--- config.mk ---
export PLATFORM = sky130hd
export DESIGN_NAME = rx_stream_packet_sequencer
export DESIGN_NICKNAME = d
export VERILOG_FILES = /design/src/core/rx_stream_pkg.sv /design/src/core/rx_stream_packet_sequencer.sv
export VERILOG_INCLUDE_DIRS = /design/src /design/src/core
export SDC_FILE = /design/constraint.sdc
export NUM_CORES = 1
export LEC_CHECK = 0
export ABC_AREA = 0
export BUFFER_PORTS_ARGS = -buffer_cell sky130_fd_sc_hd__buf_2
export CAP_MARGIN = 40
export CORE_MARGIN = 2
export CORE_UTILIZATION = 46
export DETAILED_ROUTE_END_ITERATION = 16
export GPL_TIMING_DRIVEN = 0
export PLACE_DENSITY_LB_ADDON = 0.15
export SYNTH_ARGS = -nofsm -noshare
export SYNTH_HDL_FRONTEND = slang
export SYNTH_SLANG_ARGS = --single-unit
--- constraint.sdc ---
create_clock -name aclk -period 1.75 [get_ports aclk]
set_input_delay 0.175 -clock aclk [delete_from_list [all_inputs] [get_ports aclk]]
set_output_delay 0.175 -clock aclk [all_outputs]
set_load 0.01 [all_outputs]
--- src/core/rx_stream_regs.svh ---
`ifndef RX_STREAM_REGS_SVH
`define RX_STREAM_REGS_SVH

// Register map, byte addresses
`define REG_CTRL 4'h0
`define REG_STATUS 4'h4
`define REG_GROUPS 4'h8
`define CTRL_ENABLE_BIT 0
`define CTRL_FAULT_CLEAR_BIT 1
`define CTRL_RESET_VALUE 1'b0
`define AXI_RESP_OKAY 2'b00
`define AXI_RESP_SLVERR 2'b10

// Packet layout
`define ETH_HDR_BYTES 7'd42
`define PAYLOAD_HDR_BYTES 2'd3
`define PAYLOAD_SAMPLE_BYTES 11'd480
`define PAYLOAD_HDR_MARK 8'h55
`define PAYLOAD_HDR_ID 8'h00
`define PACKETS_PER_GROUP 4'd4
`define PACKET_FIFO_READY_BYTES 16'd3000

// Content select codes
`define SEL_ETH_HDR 4'h0
`define SEL_SAMPLES 4'h1
`define SEL_DATA_HDR_BASE 4'h2
`endif

--- src/core/rx_stream_pkg.sv ---
package rx_stream_pkg;

    typedef enum logic [3:0] {
        seq_idle = 4'h0,
        wait_fill_state = 4'h1,
        build_first_packet_state = 4'h2,
        build_second_packet_state = 4'h3,
        build_third_packet_state = 4'h4,
        build_fourth_packet_state = 4'h5,
        pause_stop_state = 4'h6,
        pause_done_state = 4'h7
    } seq_state_t;

    typedef enum logic [2:0] {
        build_idle = 3'h0,
        eth_header_state = 3'h1,
        payload_header_state = 3'h2,
        sample_copy_state = 3'h3,
        packet_end_state = 3'h4
    } build_state_t;

endpackage : rx_stream_pkg

--- src/core/rx_stream_packet_sequencer.sv ---
`include "rx_stream_regs.svh"

module rx_stream_packet_sequencer (
    // Clock and reset
    input wire logic aclk,
    input wire logic aresetn,
    // AXI4-Lite write address
    input wire logic [3:0] s_axi_awaddr,
    input wire logic s_axi_awvalid,
    output logic s_axi_awready,
    // AXI4-Lite write data
    input wire logic [31:0] s_axi_wdata,
    input wire logic [3:0] s_axi_wstrb,
    input wire logic s_axi_wvalid,
    output logic s_axi_wready,
    // AXI4-Lite write response
    output logic [1:0] s_axi_bresp,
    output logic s_axi_bvalid,
    input wire logic s_axi_bready,
    // AXI4-Lite read address
    input wire logic [3:0] s_axi_araddr,
    input wire logic s_axi_arvalid,
    output logic s_axi_arready,
    // AXI4-Lite read data
    output logic [31:0] s_axi_rdata,
    output logic [1:0] s_axi_rresp,
    output logic s_axi_rvalid,
    input wire logic s_axi_rready,
    // Sample FIFO read side
    input wire logic sample_fifo_prog_empty,
    input wire logic [15:0] sample_fifo_data,
    output logic sample_fifo_pop,
    // Header ROM, one cycle read latency
    output logic [5:0] header_rom_addr,
    input wire logic [7:0] header_rom_data,
    // Packet byte FIFO write side
    input wire logic [15:0] packet_fifo_level,
    output logic [7:0] packet_fifo_data,
    output logic packet_fifo_push,
    output logic packet_fifo_ready,
    // Status toward the output multiplexer
    output logic [3:0] content_select_out,
    output logic byte_phase,
    output logic group_done,
    output logic [1:0] fsm_fault_flags
);

    // ------------------------------------------------------------
    // Control and status
    // ------------------------------------------------------------
    logic enable;
    logic fault_clear;
    logic fill_threshold_reached;
    logic [15:0] group_count;

    // ------------------------------------------------------------
    // AXI4-Lite slave
    // ------------------------------------------------------------
    logic aw_got;
    logic w_got;
    logic [3:0] aw_addr_q;
    logic [31:0] w_data_q;
    logic [3:0] w_strb_q;
    logic do_write;
    logic [31:0] read_word;
    logic read_hit;

    rx_stream_pkg::seq_state_t seq_state;
    rx_stream_pkg::build_state_t build_state;
    logic [1:0] packet_index;

    assign do_write = aw_got && w_got && !s_axi_bvalid;

    // Address and data are captured independently; the response waits for both
    always_ff @(posedge aclk) begin
        if (!aresetn) begin
            aw_got <= 1'b0;
            w_got <= 1'b0;
            aw_addr_q <= 4'h0;
            w_data_q <= 32'h0000_0000;
            w_strb_q <= 4'h0;
            s_axi_awready <= 1'b1;
            s_axi_wready <= 1'b1;
            s_axi_bvalid <= 1'b0;
            s_axi_bresp <= `AXI_RESP_OKAY;
        end else begin
            if (s_axi_awvalid && s_axi_awready) begin
                aw_got <= 1'b1;
                aw_addr_q <= s_axi_awaddr;
                s_axi_awready <= 1'b0;
            end
            if (s_axi_wvalid && s_axi_wready) begin
                w_got <= 1'b1;
                w_data_q <= s_axi_wdata;
                w_strb_q <= s_axi_wstrb;
                s_axi_wready <= 1'b0;
            end
            if (do_write) begin
                aw_got <= 1'b0;
                w_got <= 1'b0;
                s_axi_bvalid <= 1'b1;
                s_axi_bresp <= (aw_addr_q[3:2] == `REG_CTRL >> 2) ? `AXI_RESP_OKAY : `AXI_RESP_SLVERR;
            end
            if (s_axi_bvalid && s_axi_bready) begin
                s_axi_bvalid <= 1'b0;
                s_axi_awready <= 1'b1;
                s_axi_wready <= 1'b1;
            end
        end
    end

    // Only the low byte lane of the control word carries bits
    always_ff @(posedge aclk) begin
        if (!aresetn) begin
            enable <= `CTRL_RESET_VALUE;
            fault_clear <= 1'b0;
        end else begin
            fault_clear <= 1'b0;
            if (do_write && aw_addr_q[3:2] == `REG_CTRL >> 2 && w_strb_q[0]) begin
                enable <= w_data_q[`CTRL_ENABLE_BIT];
                fault_clear <= w_data_q[`CTRL_FAULT_CLEAR_BIT];
            end
        end
    end

    always_comb begin
        read_hit = 1'b1;
        read_word = 32'h0000_0000;
        case (s_axi_araddr[3:2])
            2'h0: read_word = {31'h0000_0000, enable};
            2'h1: read_word = {20'h00000, 2'h0, packet_index, seq_state, packet_fifo_ready,
                               fill_threshold_reached, fsm_fault_flags};
            2'h2: read_word = {16'h0000, group_count};
            default: read_hit = 1'b0;
        endcase
    end

    always_ff @(posedge aclk) begin
        if (!aresetn) begin
            s_axi_arready <= 1'b1;
            s_axi_rvalid <= 1'b0;
            s_axi_rdata <= 32'h0000_0000;
            s_axi_rresp <= `AXI_RESP_OKAY;
        end else if (s_axi_arvalid && s_axi_arready) begin
            s_axi_arready <= 1'b0;
            s_axi_rvalid <= 1'b1;
            s_axi_rdata <= read_word;
            s_axi_rresp <= read_hit ? `AXI_RESP_OKAY : `AXI_RESP_SLVERR;
        end else if (s_axi_rvalid && s_axi_rready) begin
            s_axi_rvalid <= 1'b0;
            s_axi_arready <= 1'b1;
        end
    end

    // ------------------------------------------------------------
    // Packet group sequencer
    // ------------------------------------------------------------
    logic packet_complete;
    logic build_start;
    logic seq_fault_set;
    logic build_fault_set;

    // Registered so the FIFO flag never feeds the state decode directly
    always_ff @(posedge aclk) begin
        if (!aresetn) begin
            fill_threshold_reached <= 1'b0;
        end else begin
            fill_threshold_reached <= !sample_fifo_prog_empty;
        end
    end

    always_ff @(posedge aclk) begin
        if (!aresetn) begin
            seq_state <= rx_stream_pkg::seq_idle;
            packet_index <= 2'h0;
            build_start <= 1'b0;
            group_done <= 1'b0;
            seq_fault_set <= 1'b0;
        end else begin
            build_start <= 1'b0;
            group_done <= 1'b0;
            seq_fault_set <= 1'b0;
            case (seq_state)
                rx_stream_pkg::seq_idle: begin
                    packet_index <= 2'h0;
                    if (enable) begin
                        seq_state <= rx_stream_pkg::wait_fill_state;
                    end
                end
                rx_stream_pkg::wait_fill_state: begin
                    if (enable && fill_threshold_reached) begin
                        seq_state <= rx_stream_pkg::build_first_packet_state;
                        build_start <= 1'b1;
                    end else if (!enable) begin
                        seq_state <= rx_stream_pkg::seq_idle;
                    end
                end
                rx_stream_pkg::build_first_packet_state,
                rx_stream_pkg::build_second_packet_state,
                rx_stream_pkg::build_third_packet_state,
                rx_stream_pkg::build_fourth_packet_state: begin
                    if (packet_complete) begin
                        seq_state <= rx_stream_pkg::pause_stop_state;
                    end
                end
                rx_stream_pkg::pause_stop_state: begin
                    seq_state <= rx_stream_pkg::pause_done_state;
                end
                rx_stream_pkg::pause_done_state: begin
                    if ({2'b00, packet_index} == `PACKETS_PER_GROUP - 4'd1) begin
                        seq_state <= rx_stream_pkg::seq_idle;
                        group_done <= 1'b1;
                    end else begin
                        packet_index <= packet_index + 2'h1;
                        seq_state <= rx_stream_pkg::seq_state_t'(seq_state_next_build(packet_index));
                        build_start <= 1'b1;
                    end
                end
                default: begin
                    seq_fault_set <= 1'b1;
                    seq_state <= rx_stream_pkg::seq_idle;
                end
            endcase
        end
    end

    function automatic logic [3:0] seq_state_next_build(input logic [1:0] index);
        seq_state_next_build = 4'(rx_stream_pkg::build_second_packet_state) + {2'b00, index};
    endfunction : seq_state_next_build

    always_ff @(posedge aclk) begin
        if (!aresetn) begin
            group_count <= 16'h0000;
        end else if (group_done) begin
            group_count <= group_count + 16'h0001;
        end
    end

    // Set wins over a clear in the same cycle so no fault is lost
    always_ff @(posedge aclk) begin
        if (!aresetn) begin
            fsm_fault_flags <= 2'b00;
        end else begin
            if (fault_clear) begin
                fsm_fault_flags <= 2'b00;
            end
            if (seq_fault_set) begin
                fsm_fault_flags[0] <= 1'b1;
            end
            if (build_fault_set) begin
                fsm_fault_flags[1] <= 1'b1;
            end
        end
    end

    // ------------------------------------------------------------
    // Packet builder
    // ------------------------------------------------------------
    logic [10:0] byte_count;
    logic [3:0] packet_sel;
    logic a_req;
    logic [3:0] a_sel;
    logic a_pop;

    // Two-bit packet index, zero-extended to four bits, picks the data header code
    assign packet_sel = {2'b00, packet_index};
    assign packet_complete = (build_state == rx_stream_pkg::packet_end_state);

    always_ff @(posedge aclk) begin
        if (!aresetn) begin
            build_state <= rx_stream_pkg::build_idle;
            byte_count <= 11'h000;
            build_fault_set <= 1'b0;
        end else begin
            build_fault_set <= 1'b0;
            case (build_state)
                rx_stream_pkg::build_idle: begin
                    byte_count <= 11'h000;
                    if (build_start) begin
                        build_state <= rx_stream_pkg::eth_header_state;
                    end
                end
                rx_stream_pkg::eth_header_state: begin
                    if (byte_count == {4'h0, `ETH_HDR_BYTES} - 11'h001) begin
                        byte_count <= 11'h000;
                        build_state <= rx_stream_pkg::payload_header_state;
                    end else begin
                        byte_count <= byte_count + 11'h001;
                    end
                end
                rx_stream_pkg::payload_header_state: begin
                    if (byte_count == {9'h000, `PAYLOAD_HDR_BYTES} - 11'h001) begin
                        byte_count <= 11'h000;
                        build_state <= rx_stream_pkg::sample_copy_state;
                    end else begin
                        byte_count <= byte_count + 11'h001;
                    end
                end
                rx_stream_pkg::sample_copy_state: begin
                    if (byte_count == `PAYLOAD_SAMPLE_BYTES - 11'h001) begin
                        build_state <= rx_stream_pkg::packet_end_state;
                    end else begin
                        byte_count <= byte_count + 11'h001;
                    end
                end
                rx_stream_pkg::packet_end_state: begin
                    build_state <= rx_stream_pkg::build_idle;
                end
                default: begin
                    build_fault_set <= 1'b1;
                    build_state <= rx_stream_pkg::build_idle;
                end
            endcase
        end
    end

    always_comb begin
        a_req = 1'b0;
        a_sel = `SEL_ETH_HDR;
        a_pop = 1'b0;
        case (build_state)
            rx_stream_pkg::eth_header_state: begin
                a_req = 1'b1;
                a_sel = `SEL_ETH_HDR;
            end
            rx_stream_pkg::payload_header_state: begin
                a_req = 1'b1;
                a_sel = `SEL_DATA_HDR_BASE + packet_sel;
            end
            rx_stream_pkg::sample_copy_state: begin
                a_req = 1'b1;
                a_sel = `SEL_SAMPLES;
                a_pop = !byte_count[0];
            end
            default: begin
                a_req = 1'b0;
            end
        endcase
    end

    // ------------------------------------------------------------
    // Byte pipeline: stage A drives ROM and FIFO, stage B writes bytes
    // ------------------------------------------------------------
    logic req_a;
    logic [1:0] hdr_idx_a;
    logic req_d;
    logic [3:0] sel_d;
    logic phase_d;
    logic [1:0] hdr_idx_d;
    logic [7:0] low_byte_hold;

    always_ff @(posedge aclk) begin
        if (!aresetn) begin
            req_a <= 1'b0;
            hdr_idx_a <= 2'h0;
            header_rom_addr <= 6'h00;
            content_select_out <= `SEL_ETH_HDR;
            sample_fifo_pop <= 1'b0;
            byte_phase <= 1'b0;
        end else begin
            req_a <= a_req;
            hdr_idx_a <= byte_count[1:0];
            content_select_out <= a_sel;
            sample_fifo_pop <= a_pop;
            byte_phase <= (build_state == rx_stream_pkg::sample_copy_state) && byte_count[0];
            if (build_state == rx_stream_pkg::eth_header_state) begin
                header_rom_addr <= byte_count[5:0];
            end
        end
    end

    // ROM data and popped words arrive one cycle after stage A
    always_ff @(posedge aclk) begin
        if (!aresetn) begin
            req_d <= 1'b0;
            sel_d <= `SEL_ETH_HDR;
            phase_d <= 1'b0;
            hdr_idx_d <= 2'h0;
        end else begin
            req_d <= req_a;
            sel_d <= content_select_out;
            phase_d <= byte_phase;
            hdr_idx_d <= hdr_idx_a;
        end
    end

    always_ff @(posedge aclk) begin
        if (!aresetn) begin
            packet_fifo_push <= 1'b0;
            packet_fifo_data <= 8'h00;
            low_byte_hold <= 8'h00;
        end else begin
            packet_fifo_push <= req_d;
            if (sel_d == `SEL_ETH_HDR) begin
                packet_fifo_data <= header_rom_data;
            end else if (sel_d == `SEL_SAMPLES) begin
                // High byte first, low byte held for the next phase
                if (!phase_d) begin
                    packet_fifo_data <= sample_fifo_data[15:8];
                    low_byte_hold <= sample_fifo_data[7:0];
                end else begin
                    packet_fifo_data <= low_byte_hold;
                end
            end else begin
                case (hdr_idx_d)
                    2'h0: packet_fifo_data <= `PAYLOAD_HDR_MARK;
                    2'h1: packet_fifo_data <= `PAYLOAD_HDR_ID;
                    default: packet_fifo_data <= {4'h0, sel_d - `SEL_DATA_HDR_BASE} + 8'h01;
                endcase
            end
        end
    end

    // ------------------------------------------------------------
    // Downstream ready
    // ------------------------------------------------------------
    always_ff @(posedge aclk) begin
        if (!aresetn) begin
            packet_fifo_ready <= 1'b0;
        end else begin
            packet_fifo_ready <= (packet_fifo_level >= `PACKET_FIFO_READY_BYTES);
        end
    end

endmodule : rx_stream_packet_sequencer

Yosys cells after proc, flatten, opt, wreduce, memory -nomap -nowiden

Index checks and enable logic that the tools add are counted.

Input bits: 92
Word-level logic and storage cells: 160
Register bits after elaboration: 136

$add $sub $neg: 7
$lt $le $gt $ge: 1
Reductions and logical operators: 40
Equality and inequality tests: 28
Multiplexer cells: 40
Bitwise gates (word level): 3

Operators by type and width:

| operator                | number |
|---|---|
| $pmux W16 S3            | 1 |
| $pmux W11 S4            | 1 |
| $mux W11                | 3 |
| $mux W8                 | 3 |
| $pmux W4 S5             | 1 |
| $add A16 B1 Y16 const B | 1 |
| $eq A4 B3 Y1 const B    | 4 |
| $ge A16 B12 Y1 const B  | 1 |
| $mux W4                 | 4 |
| $ne A2 B2 Y1 const B    | 8 |
| $mux W3                 | 5 |
| $pmux W7 S2             | 1 |
| $mux W1                 | 13 |
| $pmux W3 S4             | 1 |
| $add A11 B1 Y11 const B | 1 |
| $eq A11 B2 Y1 const B   | 1 |
| $eq A11 B6 Y1 const B   | 1 |
| $eq A11 B9 Y1 const B   | 1 |
| $logic_and A1 B1 Y1     | 11 |
| $reduce_and A2 Y1       | 5 |
| $eq A4 B1 Y1 const B    | 2 |
| $eq A4 B2 Y1 const B    | 2 |
| $logic_not A4 Y1        | 2 |
| $mux W2                 | 4 |
| other kinds (26)        | 42 |

Logic depth before layout (Yosys ltp)

Gate-level depths: netlist (run 1).

Word-level depth: 5
Depth in mapped cells: 8

Least setup slack after synthesis (run 1)

Ideal clock, no wire load.

Path kind: register to register
Start point: reg byte_count[0]
End point: reg byte_count[2]
Buffers on the path: 0
Required time: 1.619 ns
Setup slack: -0.097 ns
Data arrival time: 1.716 ns
Library setup time: 0.131 ns
Clock period less this slack: 1.847 ns
Cell stages (with the launch flop): 7
Cells stage by stage: dfxtp_1 inv_1 ha_1 or3b_2 o31a_1 o31ai_4 nor3_1

Cells in the longest elaborated chain, start to end: 3
Elaborated cells on any way between the ends: 10
Classes of those cells: 1 x add/sub; 4 x eq/ne; 4 x mux; 1 x reduce/logical

RTL lines:

| element                                                  | RTL line                                                                                                | RTL |
|---|---|---|
| start: declaration                                       | rx_stream_packet_sequencer.sv:259                                                                       | `logic [10:0] byte_count;` |
| start signal: assignment                                 | rx_stream_packet_sequencer.sv:288                                                                       | `byte_count <= byte_count + 11'h001;` |
| start signal: assignment                                 | rx_stream_packet_sequencer.sv:296                                                                       | `byte_count <= byte_count + 11'h001;` |
| start signal: assignment                                 | rx_stream_packet_sequencer.sv:303                                                                       | `byte_count <= byte_count + 11'h001;` |
| $add A11 B1 Y11 (tied with other cells)                  | rx_stream_packet_sequencer.sv:288, rx_stream_packet_sequencer.sv:296, rx_stream_packet_sequencer.sv:303 |  |
| $mux W11 (tied with other cells)                         | rx_stream_packet_sequencer.sv:300                                                                       | `` if (byte_count == `PAYLOAD_SAMPLE_BYTES - 11'h001) begin `` |
| $pmux W11 S4 / $reduce_and A2 Y1 (equally long branches) | -                                                                                                       |  |

Parallel ways exist; a longest one is shown, timed or not. The select of a mux whose other input is x is not followed.
A chain may end at the register's enable or synchronous reset.

Final worst setup path (run 1)

Start point: reg byte_count[10]
End point: reg byte_count[9]

Cells in the longest elaborated chain, start to end: 3
Elaborated cells on any way between the ends: 8
Classes of those cells: 4 x eq/ne; 3 x mux; 1 x reduce/logical

RTL lines:

| element                                                  | RTL line                          | RTL |
|---|---|---|
| $eq A11 B2 Y1 (tied with other cells)                    | rx_stream_packet_sequencer.sv:292 | `` if (byte_count == {9'h000, `PAYLOAD_HDR_BYTES} - 11'h001) begin `` |
| $mux W11 (tied with other cells)                         | rx_stream_packet_sequencer.sv:292 |  |
| $pmux W11 S4 / $reduce_and A2 Y1 (equally long branches) | -                                 |  |

Parallel ways exist; a longest one is shown, timed or not.

==> results of run 1 <==
## Yosys cell counts, types with 6 or more instances
library cell	number	area share
a21oi_1	42	0.043
a221oi_1	9	0.016
a22oi_1	9	0.014
and2_1	10	0.013
buf_4	20	0.030
clkbuf_1	21	0.016
dfxtp_1	113	0.46
ha_1	9	0.023
inv_1	18	0.014
mux2i_1	15	0.030
nand2_1	46	0.035
nand3_1	21	0.021
nand4_1	8	0.010
nor2_1	74	0.056
nor2b_1	6	0.0076
nor3_1	24	0.024
nor4_1	6	0.0076
o21ai_0	21	0.021
or3_1	12	0.015
or4_1	6	0.0091
xnor2_1	9	0.016
## cell type report
type	count	area, um^2	share of cell area
inverters	19	73.82	0.01076
flip-flops and latches	113	2285	0.3331
well taps	136	170.2	0.02481
clock buffers	21	459.2	0.06695
clock inverters	10	108.9	0.01587
multi-input cells	408	2494	0.3636
repair buffers	151	983.4	0.1434
plain buffers	47	285.3	0.04159
## registers in the layout, indices dropped and copies added, names as in the netlist, 3 cells and up
signal	flops
build_state	3
byte_count	11
content_select_out	3
group_count	16
header_rom_addr	6
low_byte_hold	8
packet_fifo_data	8
s_axi_rdata	16
sel_d	3
seq_state	3
## what timing repair did
item,in CTS,in global routing
resized for setup,27,19
setup endpoints to repair,25,30
hold buffers,36,0
buffers inserted,11,5
pin swaps,11,13
hold endpoints to repair,31,0
cloned,0,1
## final timing paths
path                             start  depth (start not counted)  slack (ns)             endpoint
setup / recovery        byte_count[10]                          4       -0.09        byte_count[9]
hold / removal    sample_fifo_data[15]                          4        0.05  packet_fifo_data[7]
setup reg to reg        byte_count[10]                          4       -0.09        byte_count[9]
hold reg to reg           hdr_idx_a[1]                          1        0.43         hdr_idx_d[1]
## through the flow
step           worst slack [ns]  total power (uW)    util
2_1_floorplan           0.02982              2929       -
3_3_place_gp            -0.1811              3081  0.5467
3_5_place_dp            -0.2205              3088  0.5467
4_1_cts                -0.08119              6401  0.6528
5_1_grt                 -0.1645              6586  0.6614
6_report               -0.09466              6361  0.6614
## report_power, final
group	switching [uW]	internal [uW]
sequential	32.9	2620
clock	1150	2120
combinational	226	211
total	1410	4950
## cells in the final DEF, fill, tap and decap left out, drive strengths merged, types with 10 or more instances in the layout
| cell | count |
|---|---|
| a21oi | 42 |
| and2 | 10 |
| buf | 142 |
| clkbuf | 41 |
| conb | 20 |
| dfxtp | 113 |
| dlygate4sd3 | 36 |
| inv | 19 |
| mux2i | 15 |
| nand2 | 46 |
| nand3 | 21 |
| nor2 | 74 |
| nor3 | 26 |
| o21ai | 22 |
| or3 | 12 |
## metal layers
layer	wire length, um	up-vias
li1	-	2367
met5	0	-
met3	850	14
met1	5796	2190
met2	6240	171
met4	132	0
## worst max-delay path, stage by stage (launching register included)
cell and delay (ns):
dfxtp_4 0.35, or4b_1 0.49, or4_4 0.57, o21ai_4 0.19, a32o_1 0.18
## logic make-up after synthesis
family,Yosys count
simple gates,233
compound gates,115
fa+ha+maj,9
buf+inv,69
mux,18
xor+xnor,13
flops,113
other cells,1
==> out/results.ini, run 1 <==
[global_routing]
grt_pass1_vias = 4386
track_usage = 0.2266
grt_util_met1 = 0.2903
grt_pass1_wl_mm = 20.64
antenna_found_initial = 0
grt_busiest_layer = met2
met2_usage = 0.3765
globalRouteOverflowTotal = 0
grt_max_degree = 17
use_met3 = 0.05508

[clock_network]
numCtsBuffers = 17
clock-sinks = 113
cts_buffer_depth = 2
cts_tree = built
cts_max_level = 4
clk_latency_ns = 0.51
path_clk_slew_ns = 0.05
cts_root_buffer = clkbuf_8

[logic_synthesis]
yosysUniqueCellTypes = 61
yosys_warnings = 0
synth_edf_count = 0
syn_avg_cell_area_um2 = 8.633
synth_compound_area_frac = 0.1530
synth-simple-area-share = 0.2340
synthCells = 571
synth_top_flop_cell = dfxtp_1
ys_seq_area_frac = 0.4589
syn-cell-area_um2 = 4930
ys_seq_elements = 113
synth-xor-area-share = 0.02310
synthMuxAreaShare = 0.03731
synth_top_family_by_area = simple AND/OR/NAND/NOR gates
ys_async_sr_fraction = 0
synthAdderAreaFrac = 0.02284

[setup_path]
crit_type = reg -> reg
crit_fanout = 4
cp.required_ns = 2.19
arrival_ns = 2.29
critPathLaunchType = flip-flop
cp-end-kind = flip-flop

[sta]
slew_violations = 0
hold_ws_ns = 0.05065
layout_setup_ws_ns = -0.09466
rsz0062_at_grt = yes
max_freq_mhz = 542.1
hold_viol = 0
fin_crit_ns = 1.845
finalSetupViolations = 11
slew_headroom = 0.5507
fin_setup_tns_ns = -0.8205
worst-slew-pin-transition_ns = 0.6740
fin_skew_ns = 0.006451
finalCritPeriodShare = 1.054

[place]
place_hpwl_mm = 8.655
dp_cells = 824
place_area_um2 = 5669
place_congestion = 0.9377
io_buffers = 98

[routing]
vias = 4742
ant_nets = 0
drtIter0Drc = 253
vias_per_cell = 5.240
drt_drc_violations_left = 0
post_drt_wl_per_cell_um = 14.39
routed_wl_mm = 13.02
drt_first_pass_iters = 5

[floorplan]
die_h_um = 107.5
initial_core_util = 0.4754
die_width_um = 107.5
dieArea_um2 = 11560
fp.coreArea_um2 = 10370
num_rows = 37
ios = 158

[finish]
antenna_cells = 0
nFillCells = 841
syn_to_final_growth_pct = 39.14
final_cells = 905
final_nets = 858
layout-drive-gt1-share = 0.2757
fin_area_um2 = 6859

[power]
leakage_uw = 0.002813
peakVddDrop_mv = 0.5413
powerDensity_nw_per_um2 = 927.4

[status]
status = complete, but fails checks
failed_checks = negative setup slack

[flow_run]
drv_cap = 0

[hold_path]
hold_path.class = in -> reg

Power figures use the tool's default switching activity.
==> run 2: changes to the inputs <==
- GPL_TIMING_DRIVEN: 0 -> unset
- clock period: 1.75 -> 1.5 ns (I/O delays scaled with it)
==> run 2 against run 1 <==
Net effect: the flow still finishes with violations (negative setup slack); worst hold slack got worse by 0.035 ns; via count increased by 0.38%; routed wire length fell by 0.45%; core utilization up 4.3 points; global-route usage increased by 0.31 points; clock-buffer cell count decreased by 3; non-clock buffer count is 20 higher; critical path depth rose by 3; final cell count rose by 2.3%; first-iteration DRC count down 8.3%; critical endpoint is now byte_count[6].
==> out/results.ini, run 2 (synthesis gave the netlist of run 1 again) <==
[setup_path]
r2r_cells = 7  ; +3
cp_num_buf_inv = 2  ; +2
r2r-start = byte_count[0]
endpoint = byte_count[6]
arrival_ns = 2.18  ; -0.11 ns
crit_fanout = 4  ; unchanged
cp-end-kind = flip-flop
critPathLaunchType = flip-flop
critPathSlowestCell = or3b_4
cp-startpoint = byte_count[0]
critPathTopFamily = compound AO/OA/AOI/OAI gates
cp.required_ns = 1.90  ; -0.29 ns
r2r_setup_slack_ns = -0.28  ; -0.18 ns
critPathMaxStageDelay_ns = 0.37  ; -0.20 ns
timing.rr.end = byte_count[6]
crit_type = reg -> reg
crit_cells = 7  ; +3
path_cells = inv_4 -> ha_4 -> or3b_4 -> o31a_1 -> o31ai_4 -> buf_6 -> nor2_1

[floorplan]
ios = 158  ; unchanged
fp.coreArea_um2 = 10370  ; unchanged
die_width_um = 107.5  ; unchanged
die_h_um = 107.5  ; unchanged
initial_core_util = 0.4754  ; unchanged
dieArea_um2 = 11560  ; unchanged
num_rows = 37  ; unchanged

[hold_path]
hold_path.class = in -> reg

[place]
place_congestion = 0.8558  ; -8.7%
io_buffers = 98  ; unchanged
place_hpwl_mm = 8.788  ; +1.5%
dp_cells = 849  ; +3.0%

[finish]
fin_util = 0.7040  ; +0.04259
layout.cells.most_common = buf_2
syn_to_final_growth_pct = 48.10
antenna_cells = 0  ; unchanged
layout_common_cells = 98 x buf_2, 96 x dfxtp_1, 77 x buf_4
layout-drive-gt1-share = 0.3595  ; +0.08381
final_nets = 878  ; +2.3%
nFillCells = 797  ; -5.2%
top_regs = group_count: 16 flops, s_axi_rdata: 16 flops, byte_count: 11 flops
final_cells = 926  ; +2.3%

[sta]
layout_setup_ws_ns = -0.2794  ; -0.1848 ns
fin_crit_ns = 1.779  ; -0.06523 ns
hold_viol = 0  ; unchanged
slew_violations = 0  ; unchanged
fin_setup_tns_ns = -3.246  ; -2.425 ns
finalCritPeriodShare = 1.186  ; +0.1322
rsz0062_at_grt = yes
fin_skew_ns = 0.008109  ; +0.001658 ns
finalSetupViolations = 15  ; +4
max_freq_mhz = 562.0  ; +3.7%

[power]
powerDensity_nw_per_um2 = 1052  ; +13%
leakage_uw = 0.003036  ; +7.9%
peakVddDrop_mv = 0.6763  ; +25%

[routing]
ant_nets = 0  ; unchanged
drt_first_pass_iters = 5  ; unchanged
routed_wl_mm = 12.96  ; -0.45%
post_drt_wl_per_cell_um = 14.00  ; -2.7%
drt_drc_violations_left = 0  ; unchanged
vias_per_cell = 5.140  ; -1.9%
drtIter0Drc = 232  ; -8.3%
vias = 4760  ; +0.38%

[global_routing]
grt_max_degree = 42  ; +25
grt_pass1_vias = 4577  ; +4.4%
globalRouteOverflowTotal = 0  ; unchanged
antenna_found_initial = 0  ; unchanged
grt_pass1_wl_mm = 21.08  ; +2.1%
track_usage = 0.2297  ; +0.003130

[clock_network]
cts_max_level = 4  ; unchanged
cts_tree = built
cts_buffer_depth = 2  ; unchanged
clock-sinks = 113  ; unchanged
clk_latency_ns = 0.51  ; about the same
cts_root_buffer = clkbuf_8
path_clk_slew_ns = 0.06  ; about the same
numCtsBuffers = 17  ; unchanged

[status]
failed_checks = negative setup slack
status = complete, but fails checks

[flow_run]
drv_cap = 0  ; unchanged

## run 2: area by class of cell
class,instances,area [um^2],share of cell area
Clock buffer,18,427.9,0.05861
Sequential cell,113,2288,0.3135
Timing Repair Buffer,218,1516,0.2077
Multi-Input combinational cell,408,2636,0.3611
Tap cell,136,170.2,0.02331
Inverter,19,73.82,0.01011
Clock inverter,14,187.7,0.02571
## run 2: report_power, final
group	internal, uW	switching, uW
clock network	2730	1380
logic	226	237
registers	3060	47.0
total	6020	1660
## run 2: routing by layer
| layer | vias up | global-route usage | part of all wire |
|---|---|---|---|
| met1 | 2190 | 0.2852 | 0.44 |
| met4 | 0 | 0.06502 | 0.0090 |
| li1 | 2405 | - | - |
| met5 | - | 0 | 0 |
| met3 | 12 | 0.06295 | 0.064 |
| met2 | 153 | 0.3904 | 0.49 |
## run 2: metrics by stage
step           worst slack [ns]  power, uW  hold slack, ns  instance area, um^2
2_1_floorplan           -0.2081       3417          0.2224                 5045
3_3_place_gp            -0.3040       3556          0.3168                 5997
3_5_place_dp            -0.3438       3563          0.3110                 5997
4_1_cts                 -0.2903       7744        0.003430                 7147
5_1_grt                 -0.3386       7980         0.02456                 7301
6_report                -0.2794       7681         0.01587                 7301
## run 2: what timing repair did
action | CTS | global route
gates cloned | 0 | 0
endpoints found under the setup margin | 23 | 32
hold buffers | 36 | 0
gates resized for setup | 30 | 34
hold endpoints to repair | 31 | 0
pin swaps | 16 | 13
buffers inserted | 6 | 4
## run 2: worst min-delay path by stage
stage | start | end | slack [ns] | cells past startpoint
floorplan | sample_fifo_prog_empty | fill_threshold_reached | 0.22 | 1
CTS | sample_fifo_data[13] | packet_fifo_data[5] | 0.003 | 4
global placement | sample_fifo_prog_empty | fill_threshold_reached | 0.32 | 2
global route | aresetn | packet_fifo_push | 0.02 | 2
finish | sample_fifo_data[13] | packet_fifo_data[5] | 0.02 | 4
detailed placement | sample_fifo_prog_empty | fill_threshold_reached | 0.31 | 2
## run 2: worst reg2reg max path, stage by stage, from the launching register on
cell,delay (ns)
dfxtp_4,0.36
inv_4,0.06
ha_4,0.11
or3b_4,0.37
o31a_1,0.30
o31ai_4,0.25
buf_6,0.17
nor2_1,0.05
==> run 3: changes to the inputs <==
- ABC_AREA: 0 -> 1
==> run 3 against run 2 <==
Net effect: the run now ends clean; largest cell class unchanged; worst hold slack lost 0.0015 ns; sequential share of layout area grew 1.3 points; routed wire length shrank 2.8%; sequential cell count is the same; synthesized cell count grew 21%; highest routed layer unchanged; clock-buffer cell count grew 4; synthesized area grew 0.61%; via count grew 3.7%; non-clock buffer count shrank 48; clock skew grew 0.0013 ns.
==> out/results.ini, run 3 <==
[place]
dp_cells = 942  ; +11%
post-place-ws_ns = -0.04012  ; +0.3036 ns
place_congestion = 0.8546  ; -0.14%
io_buffers = 98  ; unchanged
place_hpwl_mm = 8.368  ; -4.8%

[logic_synthesis]
yosysTopAreaCell = dfxtp_1
synthCells = 689  ; +21%
ys_seq_elements = 113  ; unchanged
synth_top_family_by_area = simple AND/OR/NAND/NOR gates
ys_seq_area_frac = 0.4561  ; -0.002778
syn_avg_cell_area_um2 = 7.198  ; -17%
synth_compound_area_frac = 0.1307  ; -0.02237
synth_top_flop_cell = dfxtp_1
synthMuxAreaShare = 0  ; -0.03731
synth-simple-area-share = 0.2805  ; +0.04651
synth.most_common_cell = nand2_1
synth-xor-area-share = 0.008829  ; -0.01427
yosysUniqueCellTypes = 40  ; -34%
synth_edf_count = 0  ; unchanged
ys_async_sr_fraction = 0  ; unchanged
yosys_warnings = 0  ; unchanged
synth_area_leaders = dfxtp_1 46%, nand2_1 12%, nor2_1 7.1%
syn-cell-area_um2 = 4960  ; +0.61%
synthAdderAreaFrac = 0.02270  ; -0.0001383
synth_commonest_cells = 157 x nand2_1, 113 x dfxtp_1, 94 x nor2_1
yosysTopAreaCellShare = 0.4561  ; -0.002778

[setup_path]
critPathLaunchType = flip-flop
critPathSlowestCell = dfxtp_4
cp-end-kind = flip-flop
arrival_ns = 1.88  ; -0.30 ns
path_cells = buf_6 -> inv_4 -> ha_4 -> nand3_2 -> nand3b_1 -> buf_4 -> nand3_2 -> nand3_2 -> nor2_2 -> nor2_1
crit_type = reg -> reg
critPathMaxStageDelay_ns = 0.36  ; about the same
cp.required_ns = 1.89  ; about the same
crit_fanout = 4  ; unchanged
cp_num_buf_inv = 3  ; +1
path_common_cell = nand3_2
critPathTopFamily = simple AND/OR/NAND/NOR gates

[status]
status = complete, no violations

[clock_network]
cts_max_level = 4  ; unchanged
cts_tree = built
clock-sinks = 113  ; unchanged
cts_buffer_depth = 2  ; unchanged
numCtsBuffers = 17  ; unchanged
path_clk_slew_ns = 0.06  ; about the same
clk_latency_ns = 0.51  ; about the same
cts_root_buffer = clkbuf_8

[floorplan]
ios = 158  ; unchanged
die_h_um = 107.8  ; +0.29%
fp.coreArea_um2 = 10420  ; +0.45%
dieArea_um2 = 11630  ; +0.59%
initial_core_util = 0.4762  ; +0.0007701
num_rows = 37  ; unchanged
die_width_um = 107.8  ; +0.29%

[power]
finalPower_uw = 8908  ; +16%
powerDensity_nw_per_um2 = 1280  ; +22%
peakVddDrop_mv = 0.5938  ; -12%
leakage_uw = 0.003151  ; +3.8%

[routing]
vias = 4934  ; +3.7%
wl_met2_mm = 6.117  ; -2.8%
routed_wl_mm = 12.60  ; -2.8%
ant_nets = 0  ; unchanged
drt_first_pass_iters = 5  ; unchanged
post_drt_wl_per_cell_um = 12.46  ; -11%
top_layer = met4
vias_per_cell = 4.880  ; -5.1%
drtIter0Drc = 242  ; +4.3%
wl_met1_mm = 5.846  ; +2.3%
met3_wirelength_um = 545  ; -35%
drt_drc_violations_left = 0  ; unchanged

[finish]
final_cells = 1011  ; +9.2%
antenna_cells = 0  ; unchanged
top_regs = group_count: 16 flops, s_axi_rdata: 16 flops, byte_count: 11 flops
syn_to_final_growth_pct = 40.29
fin_util = 0.6680  ; -0.03604
layout-drive-gt1-share = 0.2674  ; -0.09207
layout_common_cells = 150 x nand2_1, 109 x dfxtp_1, 98 x buf_2
final_nets = 963  ; +9.7%
layout.cells.most_common = nand2_1

[sta]
fin_crit_ns = 1.486  ; -0.2935 ns
finalCritPeriodShare = 0.9906  ; -0.1957
max_freq_mhz = 673.0  ; +20%
hold_viol = 0  ; unchanged
slew_violations = 0  ; unchanged
layout_setup_ws_ns = 0.01411  ; +0.2935 ns
fin_skew_ns = 0.009420  ; +0.001310 ns
rsz0062_at_grt = yes
hold_ws_ns = 0.01439  ; -0.001480 ns
finalSetupViolations = 0  ; -15

[global_routing]
track_usage = 0.2182  ; -0.01154
grt_pass1_vias = 4663  ; +1.9%
grt_pass1_wl_mm = 20.33  ; -3.5%
grt_max_degree = 45  ; +7.1%
globalRouteOverflowTotal = 0  ; unchanged
antenna_found_initial = 0  ; unchanged

[hold_path]
hold_path.class = in -> reg

[flow_run]
drv_cap = 0  ; unchanged

## run 3: cell count changes after synthesis, sizes merged, moves of 9 or more
cell	delta
nand3	+18
a221oi	-9
mux2i	-15
and2	-10
or3	-12
inv	+57
nor2	+24
o21ai	+31
a22oi	-9
nand2	+113
## run 3: cell type report
type | instances | area [um^2]
clock buffer | 22 | 473.0
inverter | 77 | 294.0
clock inverter | 10 | 155.1
fill | 870 | 3458
multi-input combinational | 483 | 2465
sequential | 113 | 2275
timing repair buffer | 170 | 1126
tap | 136 | 170.2
## run 3: path summary, 6_finish.rpt
kind                            cells after the start           from  slack (ns)       endpoint
worst max-delay path                               10  byte_count[1]        0.01  byte_count[2]
worst min-delay path                                4   s_axi_wvalid        0.01   s_axi_wready
worst max register to register                     10  byte_count[1]        0.01  byte_count[2]
worst min register to register                      2          req_a        0.41          req_d
## run 3: per-layer routing
| metal | up-vias | track usage |
|---|---|---|
| met3 | 8 | 0.05145 |
| met1 | 2253 | 0.2673 |
| li1 | 2530 | - |
| met2 | 143 | 0.3769 |
| met5 | - | 0 |
| met4 | 0 | 0.06960 |
## run 3: cells by family (layout without fill, tap and decap cells)
kind of cell	Yosys count	count (layout)
other	1	20
xor gates and xnor gates	5	5
adders and majority gates	9	9
and+or+nand+nor	327	327
DFF	113	113
AOI/OAI and AO/OA	122	122
buffers and inverters	112	279
## run 3: worst reg2reg max path, delay by kind of cell (launching register included)
kind                       cells  cell delay, ns
adders and majority gates      1            0.12
buffers and inverters          3            0.35
DFF                            1            0.36
and+or+nand+nor                6            0.55
## run 3: power breakdown
part           internal [uW]  total (uW)  switching, uW
clock                   2860        4210           1350
sequential              3210        3350            140
combinational            580        1350            767
## run 3: repair_timing
| item | CTS | global route |
|---|---|---|
| endpoints found under the setup margin | 11 | 35 |
| setup buffers | 0 | 7 |
| gates cloned | 0 | 0 |
| hold endpoints to repair | 28 | 0 |
| hold buffers | 30 | 0 |
| pin swaps | 1 | 15 |
| gates resized for setup | 2 | 58 |
## run 3: stage by stage
step                      cell area [um^2]   TNS [ns]
after floorplan                       5031          0
after global placement                5761  -0.008356
after detailed placement              5761   -0.09231
after CTS                             6696   -0.01585
after global routing                  6958    -0.3467
final                                 6958          0
